--- config.mk ---
export PLATFORM = sky130hd
export DESIGN_NAME = serial_terminal_port
export DESIGN_NICKNAME = d
export VERILOG_FILES = /design/src/design/serial_port_pkg.sv /design/src/design/tx_link_if.sv /design/src/design/serial_terminal_port.sv /design/src/design/tx_shifter.sv
export SDC_FILE = /design/constraint.sdc
export NUM_CORES = 1
export LEC_CHECK = 0
export BUFFER_PORTS_ARGS = -buffer_cell sky130_fd_sc_hd__clkbuf_2
export CORE_UTILIZATION = 27
export CTS_CLUSTER_DIAMETER = 200
export DETAILED_ROUTE_END_ITERATION = 12
export PLACE_DENSITY = 0.55
export SLEW_MARGIN = 5
export SYNTH_ARGS = -nofsm -noshare
export SYNTH_HDL_FRONTEND = slang
export SYNTH_SLANG_ARGS = --single-unit
--- constraint.sdc ---
create_clock -name core_clk -period 3.7 [get_ports core_clk]
set_input_delay 0.37 -clock core_clk [delete_from_list [all_inputs] [get_ports core_clk]]
set_output_delay 0.37 -clock core_clk [all_outputs]
set_load 0.02 [all_outputs]
--- src/design/serial_port_pkg.sv ---
// Constants shared by the second serial terminal port
package serial_port_pkg;
  localparam int CLK_HZ = 10_000_000;
  localparam int BAUD_FIXED = 110;
  localparam int BAUD_MIN = 110;
  localparam int BAUD_MAX = 100_000;
  localparam int BAUD_SPLIT = 10_000;
  localparam int OVS_LOW = 128;
  localparam int OVS_HIGH = 16;
  localparam logic [5:0] DEV_RX = 6'h20;
  localparam logic [5:0] DEV_TX = 6'h21;
  localparam int IOP_SKIP = 0;
  localparam int IOP_CLEAR = 1;
  localparam int IOP_XFER = 2;
  localparam int CHAR_BITS = 8;
  localparam int FRAME_BITS = 10;
  localparam logic [11:0] AC_RST = 12'h000;
  localparam logic [7:0] CHAR_RST = 8'h00;
  localparam logic LINE_IDLE = 1'b1;
  typedef enum logic [1:0] {
    RX_IDLE = 2'b00,
    RX_START = 2'b01,
    RX_DATA = 2'b10,
    RX_STOP = 2'b11
  } rx_state_e;
endpackage

--- src/design/tx_link_if.sv ---
// Carrier between the port controller and its transmit shifter
`timescale 1ns/10ps
`default_nettype none
interface tx_link_if;
  logic load;
  logic [7:0] data;
  logic bitTick;
  logic done;
  logic busy;
  logic line;
  modport ctrl (output load, data, bitTick, input done, busy, line);
  modport shifter (input load, data, bitTick, output done, busy, line);
endinterface
`default_nettype wire

--- src/design/serial_terminal_port.sv ---
// Second serial terminal port: I/O decode, receiver, bit timing
`timescale 1ns/10ps
`default_nettype none
module serial_terminal_port
  import serial_port_pkg::*;
#(
  parameter int BAUD = BAUD_FIXED,
  parameter int CLK_RATE = CLK_HZ
) (
  // Clock, reset, enable
  input wire logic core_clk,
  input wire logic rst,
  input wire logic ce,
  // Host I/O instruction
  input wire logic ioStrobe,
  input wire logic [5:0] devCode,
  input wire logic [2:0] iopBits,
  input wire logic [11:0] acIn,
  output logic acWrite,
  output logic [11:0] acOut,
  output logic skipReq,
  // Flags
  output logic receiveReadyFlag,
  output logic transmitReadyFlag,
  // Serial line
  input wire logic lineFitted,
  input wire logic rxLine,
  output logic txLine
);
  localparam int OVS = (BAUD < BAUD_SPLIT) ? OVS_LOW : OVS_HIGH;
  localparam int DIV_RAW = CLK_RATE / (BAUD * OVS);
  localparam int DIV = (DIV_RAW < 1) ? 1 : DIV_RAW;
  localparam logic [15:0] DIV_LAST = 16'(DIV - 1);
  localparam logic [7:0] OVS_LAST = 8'(OVS - 1);
  localparam logic [7:0] HALF_LAST = 8'(OVS / 2 - 1);

  tx_link_if tx ();

  // Reference tick and bit tick
  logic [15:0] divCnt_r;
  logic [7:0] ovsCnt_r;
  logic refTick_r;
  logic bitTick_r;
  wire divWrap = (divCnt_r == DIV_LAST);
  wire ovsWrap = (ovsCnt_r == OVS_LAST);

  always_ff @(posedge core_clk or posedge rst) begin
    if (rst) begin
      divCnt_r <= 16'h0000;
      ovsCnt_r <= 8'h00;
      refTick_r <= 1'b0;
      bitTick_r <= 1'b0;
    end else if (ce) begin
      divCnt_r <= divWrap ? 16'h0000 : divCnt_r + 16'h0001;
      refTick_r <= divWrap;
      bitTick_r <= divWrap && ovsWrap;
      if (divWrap) begin
        ovsCnt_r <= ovsWrap ? 8'h00 : ovsCnt_r + 8'h01;
      end
    end
  end

  // Receive line synchroniser
  wire rxPin = lineFitted & rxLine;
  logic sync1_r;
  logic sync2_r;
  logic sync3_r;
  logic rxLvl_r;
  always_ff @(posedge core_clk or posedge rst) begin
    if (rst) begin
      sync1_r <= LINE_IDLE;
      sync2_r <= LINE_IDLE;
      sync3_r <= LINE_IDLE;
      rxLvl_r <= LINE_IDLE;
    end else if (ce) begin
      sync1_r <= rxPin;
      sync2_r <= sync1_r;
      sync3_r <= sync2_r;
      if (sync2_r == sync3_r) begin
        rxLvl_r <= sync3_r;
      end
    end
  end

  // Receiver
  rx_state_e rxState_r;
  rx_state_e rxState_nxt;
  logic [7:0] rxTicks_r;
  logic [2:0] rxBits_r;
  logic [7:0] rxShift_r;
  logic [7:0] rxChar_r;
  logic rxDone_r;
  wire midStart = (rxTicks_r == HALF_LAST);
  wire midBit = (rxTicks_r == OVS_LAST);
  wire lastData = (rxBits_r == 3'(CHAR_BITS - 1));

  always_comb begin
    rxState_nxt = rxState_r;
    case (rxState_r)
      RX_IDLE: if (!rxLvl_r) rxState_nxt = RX_START;
      RX_START: if (midStart) rxState_nxt = rxLvl_r ? RX_IDLE : RX_DATA;
      RX_DATA: if (midBit && lastData) rxState_nxt = RX_STOP;
      RX_STOP: if (midBit) rxState_nxt = RX_IDLE;
      default: rxState_nxt = RX_IDLE;
    endcase
  end

  always_ff @(posedge core_clk or posedge rst) begin
    if (rst) begin
      rxState_r <= RX_IDLE;
      rxTicks_r <= 8'h00;
      rxBits_r <= 3'h0;
      rxShift_r <= CHAR_RST;
      rxChar_r <= CHAR_RST;
      rxDone_r <= 1'b0;
    end else if (ce) begin
      rxDone_r <= 1'b0;
      if (refTick_r) begin
        rxState_r <= rxState_nxt;
        rxTicks_r <= (rxState_nxt != rxState_r || midBit) ? 8'h00
                     : rxTicks_r + 8'h01;
        if (rxState_r == RX_DATA && midBit) begin
          rxShift_r <= {rxLvl_r, rxShift_r[7:1]};
          rxBits_r <= rxBits_r + 3'h1;
        end
        if (rxState_r == RX_STOP && midBit && rxLvl_r) begin
          rxChar_r <= rxShift_r;
          rxDone_r <= 1'b1;
        end
        if (rxState_r == RX_START) begin
          rxBits_r <= 3'h0;
        end
      end
    end
  end

  // Instruction decode
  wire selRx = ioStrobe && (devCode == DEV_RX);
  wire selTx = ioStrobe && (devCode == DEV_TX);
  wire doSkip = iopBits[IOP_SKIP];
  wire doClear = iopBits[IOP_CLEAR];
  wire doXfer = iopBits[IOP_XFER];
  wire rxFlagSet = rxDone_r && lineFitted;
  wire rxFlagClr = selRx && doClear;
  wire txFlagClr = selTx && doClear;
  wire [11:0] acBase = doClear ? AC_RST : acIn;
  wire [11:0] rxAc = acBase | {4'h0, doXfer ? rxChar_r : CHAR_RST};
  wire skipNow = (selRx && doSkip && receiveReadyFlag)
                 || (selTx && doSkip && transmitReadyFlag);

  assign tx.load = ce && selTx && doXfer && !tx.busy;
  assign tx.data = acIn[7:0];
  assign tx.bitTick = bitTick_r;

  tx_shifter txShifter (
    .core_clk(core_clk),
    .rst(rst),
    .ce(ce),
    .tx(tx.shifter)
  );

  always_ff @(posedge core_clk or posedge rst) begin
    if (rst) begin
      acWrite <= 1'b0;
      acOut <= AC_RST;
      skipReq <= 1'b0;
      receiveReadyFlag <= 1'b0;
      transmitReadyFlag <= 1'b0;
      txLine <= LINE_IDLE;
    end else if (ce) begin
      acWrite <= selRx && (doClear || doXfer);
      acOut <= rxAc;
      skipReq <= skipNow;
      txLine <= tx.line;
      if (rxFlagSet) begin
        receiveReadyFlag <= 1'b1;
      end else if (rxFlagClr) begin
        receiveReadyFlag <= 1'b0;
      end
      if (tx.done) begin
        transmitReadyFlag <= 1'b1;
      end else if (txFlagClr) begin
        transmitReadyFlag <= 1'b0;
      end
    end
  end
endmodule
`default_nettype wire

--- src/design/tx_shifter.sv ---
// Transmit shifter: frames and sends one character
`timescale 1ns/10ps
`default_nettype none
module tx_shifter
  import serial_port_pkg::*;
(
  // Clock, reset and enable
  input wire logic core_clk,
  input wire logic rst,
  input wire logic ce,
  // Link to controller
  tx_link_if.shifter tx
);
  logic [FRAME_BITS-1:0] shift_r;
  logic [3:0] cnt_r;
  logic busy_r;
  logic line_r;
  logic done_r;
  wire lastBit = (cnt_r == 4'(FRAME_BITS));
  wire take = tx.load && !busy_r;

  assign tx.busy = busy_r;
  assign tx.line = line_r;
  assign tx.done = done_r;

  always_ff @(posedge core_clk or posedge rst) begin
    if (rst) begin
      shift_r <= '1;
      cnt_r <= 4'h0;
      busy_r <= 1'b0;
      line_r <= LINE_IDLE;
      done_r <= 1'b0;
    end else if (ce) begin
      done_r <= 1'b0;
      if (take) begin
        shift_r <= {1'b1, tx.data, 1'b0};
        cnt_r <= 4'h0;
        busy_r <= 1'b1;
      end else if (busy_r && tx.bitTick) begin
        if (lastBit) begin
          busy_r <= 1'b0;
          done_r <= 1'b1;
        end else begin
          line_r <= shift_r[0];
          shift_r <= {1'b1, shift_r[FRAME_BITS-1:1]};
          cnt_r <= cnt_r + 4'h1;
        end
      end
    end
  end
endmodule
`default_nettype wire

==> impl_metrics.py <==
metrics = {
    "worst_setup_path": {
        "worstReg2RegStart": "rxTicks_r[0]",
        "path_max_fanout": 13,
        "reg2reg_depth": 4,
        "crit_arrival_ps": 2300,
        "r2r-end": "rxShift_r[4]",
        "worst_path_largest_cell_delay_ps": 730,
        "crit_path_end_kind": "flop",
        "path_cells": "ha_1 -> nand3_2 -> nor4_4 -> mux2_2",
        "cpMaxStageDelayCell": "nor4_4",
        "reg2reg_slack_ps": 1620,
        "setup.worst_path.start_class": "flop",
        "required_ps": 3920,
        "worstSetupPathType": "flop to flop",
    },
    "timing": {
        "max_freq_mhz": 480.9,
        "skew_ps": 6.572,
        "finalSetupViolCount": 0,
        "finalHoldViolations": 0,
        "worstMarginPinSlew_ps": 993.6,
        "slew_headroom": 0.3376,
        "min_period_ps": 2079,
        "slew_viol_final": 0,
        "finalSetupTns_ps": 0,
        "period_share": 0.5620,
        "rsz0062_at_grt": "no",
    },
    "route": {
        "drc": 0,
        "drtIter0Drc": 149,
        "vias": 3089,
        "routedWlPerCell_um": 13.89,
        "drt_pass1_iterations": 4,
        "via_per_inst": 4.709,
        "postRouteAntennaNets": 0,
        "wirelength_um": 9110,
    },
    "synth": {
        "synth-adder-area-share": 0.02309,
        "synth-compound-area-share": 0.1135,
        "syn_avg_cell_area_um2": 10.84,
        "synth_ff_type": "dfrtp_1",
        "synthesis.instances": 400,
        "synth.area.top_cells": "dfrtp_1 45%, dfstp_2 9.1%, nand2_1 4.2%, mux2_1 3.6%, o21ai_0 3.2%",
        "synth_xor_xnor_area_share": 0.04042,
        "syn-num-nets": 435,
        "synth-simple-area-share": 0.1879,
        "ys_warn_count": 0,
        "synthArstFlopShare": 1.000,
        "synth_top_family_by_area": "simple AND/OR/NAND/NOR gates",
        "synth_edf_count": 0,
        "yosysTopAreaCellShare": 0.4503,
        "ys_seq_elements": 93,
        "ys_seq_area_frac": 0.5413,
        "yosysUniqueCellTypes": 57,
        "syn_area_um2": 4334,
        "synth_mux_area_frac": 0.05918,
        "synth_top_area_cell": "dfrtp_1",
    },
    "placed_design": {
        "place_hpwl_um": 6358,
        "placed_area_um2": 4747,
        "port_buffers": 43,
        "finalWeightedCongestion": 0.7830,
    },
    "clocking": {
        "cts_setup_buffers": 0,
        "clk_latency_ps": 340,
        "ctsHoldBuffers": 0,
        "htreeDepth": 3,
        "root_buffer": "clkbuf_16",
        "clk_path_buf_depth": 2,
        "post_cts_resized": 0,
        "cts_tree": "yes",
        "cts_buffers": 9,
        "cts.sinks": 93,
        "clk_pin_slew_ps": 60,
    },
    "power": {
        "p_per_area_nw_per_um2": 479.5,
        "p_total_w": 0.002438,
        "p_leak_nw": 2.328,
        "vdd_drop_max_mv": 0.2726,
    },
    "global_route": {
        "grtUsageTotal": 0.1218,
        "grt_max_degree": 56,
        "antenna_found_initial": 0,
        "globalRoute.totalOverflow": 0,
        "grt_pass1_wl_um": 15630,
        "grt_pass1_vias": 3077,
    },
    "min_path": {
        "worstHoldPathType": "input port to async pin",
    },
    "run": {
        "drv_cap": 0,
    },
    "layout": {
        "postLayoutCoreUtil": 0.3296,
        "design_area_um2": 5085,
        "layout_commonest_cell": "dfrtp_1",
        "nets": 475,
        "drive_gt1_frac": 0.2157,
        "area_growth_syn_to_layout_pct": 17.32,
        "layout_common_cells": "78 x dfrtp_1, 48 x nand2_1, 43 x clkbuf_2, 30 x nor2_1, 28 x o21ai_0",
        "num_antenna_cells": 0,
    },
    "floorplanning": {
        "core_um2": 15430,
        "dieArea_um2": 16560,
        "ios": 44,
        "die_x_um": 128.7,
        "rows": 45,
        "initial_core_util": 0.2809,
        "die_h_um": 128.7,
    },
    "status": {
        "status": "complete, no violations",
    },
}
[cells by family after synthesis]
group	count (synthesis)
AOI/OAI and AO/OA	75
and+or+nand+nor	148
xor gates and xnor gates	20
buffers and inverters	33
muxes	23
DFF	93
adders and majority gates	8
[synth_stat cells (8+ instances only)]
cell and number:
ha_1 8, nand3_1 16, xnor2_1 12, dfstp_2 15
mux2_1 14, nor2_1 30, o21ai_0 28, dfrtp_1 78
inv_1 16, a221oi_1 8, nand2_1 48, xor2_1 8
[sequential cells by signal, summed over array words and instances (netlist names), 2 cells and up]
name and cells:
ovsCnt_r 8, rxBits_r 3, rxChar_r 8, rxState_r 2, rxShift_r 8, txShifter.cnt_r 4
txShifter.shift_r 9, divCnt_r 16, acOut 12, rxTicks_r 8
[critical path: cells and delay by family, from the launching register on]
family        cells  cell delay (ps)
mux               1              400
flops             1              410
fa+ha+maj         1              220
simple gates      2              930
[how the worst max path moves through the flow]
stage                            start                 end  slack (ps)
after floorplan                    rst            acOut[0]         930
after global placement      devCode[1]  txShifter.cnt_r[0]        1620
after detailed placement    devCode[1]  txShifter.cnt_r[0]        1610
after CTS                 rxTicks_r[0]        rxShift_r[4]        1590
after global routing      rxTicks_r[0]        rxShift_r[4]        1460
final                     rxTicks_r[0]        rxShift_r[4]        1620
[per-stage QoR]
| step | setup WS (ps) | cells | hold WS, ps |
|---|---|---|---|
| 5_1_grt | 1459 | 656 | 244.6 |
| 3_3_place_gp | 1618 | 640 | 446.2 |
| 4_1_cts | 1594 | 656 | 227.5 |
| 2_1_floorplan | 934.5 | 400 | 434.6 |
| 3_5_place_dp | 1607 | 640 | 453.0 |
| 6_report | 1621 | 656 | 199.4 |
[routing by layer]
layer  up-vias  part of all wire  routed length (um)  track usage
met4         0             0.017                 156      0.04775
met2        60              0.47                4248       0.1898
met1      1522              0.48                4352       0.1608
li1       1494                 -                   -            -
met5         -                 0                   0            0
met3        13             0.039                 353      0.03285
[power breakdown]
part	internal (W)	leakage, nW	total, W	switching (W)
registers	0.00110	1.18	0.00119	0.0000869
logic	0.0000910	0.982	0.000230	0.000139
clock network	0.000647	0.162	0.00102	0.000373
total	0.00184	2.33	0.00244	0.000599
[layout make-up]
type	instances	area (um^2)
Clock buffer	13	270.3
Clock inverter	3	67.56
Fill cell	1595	10340
Inverter	16	61.31
Multi-Input combinational cell	274	1838
Sequential cell	93	2346
Tap cell	211	264.0
Timing Repair Buffer	46	237.7
No activity file was read; power rests on OpenSTA's default activity.
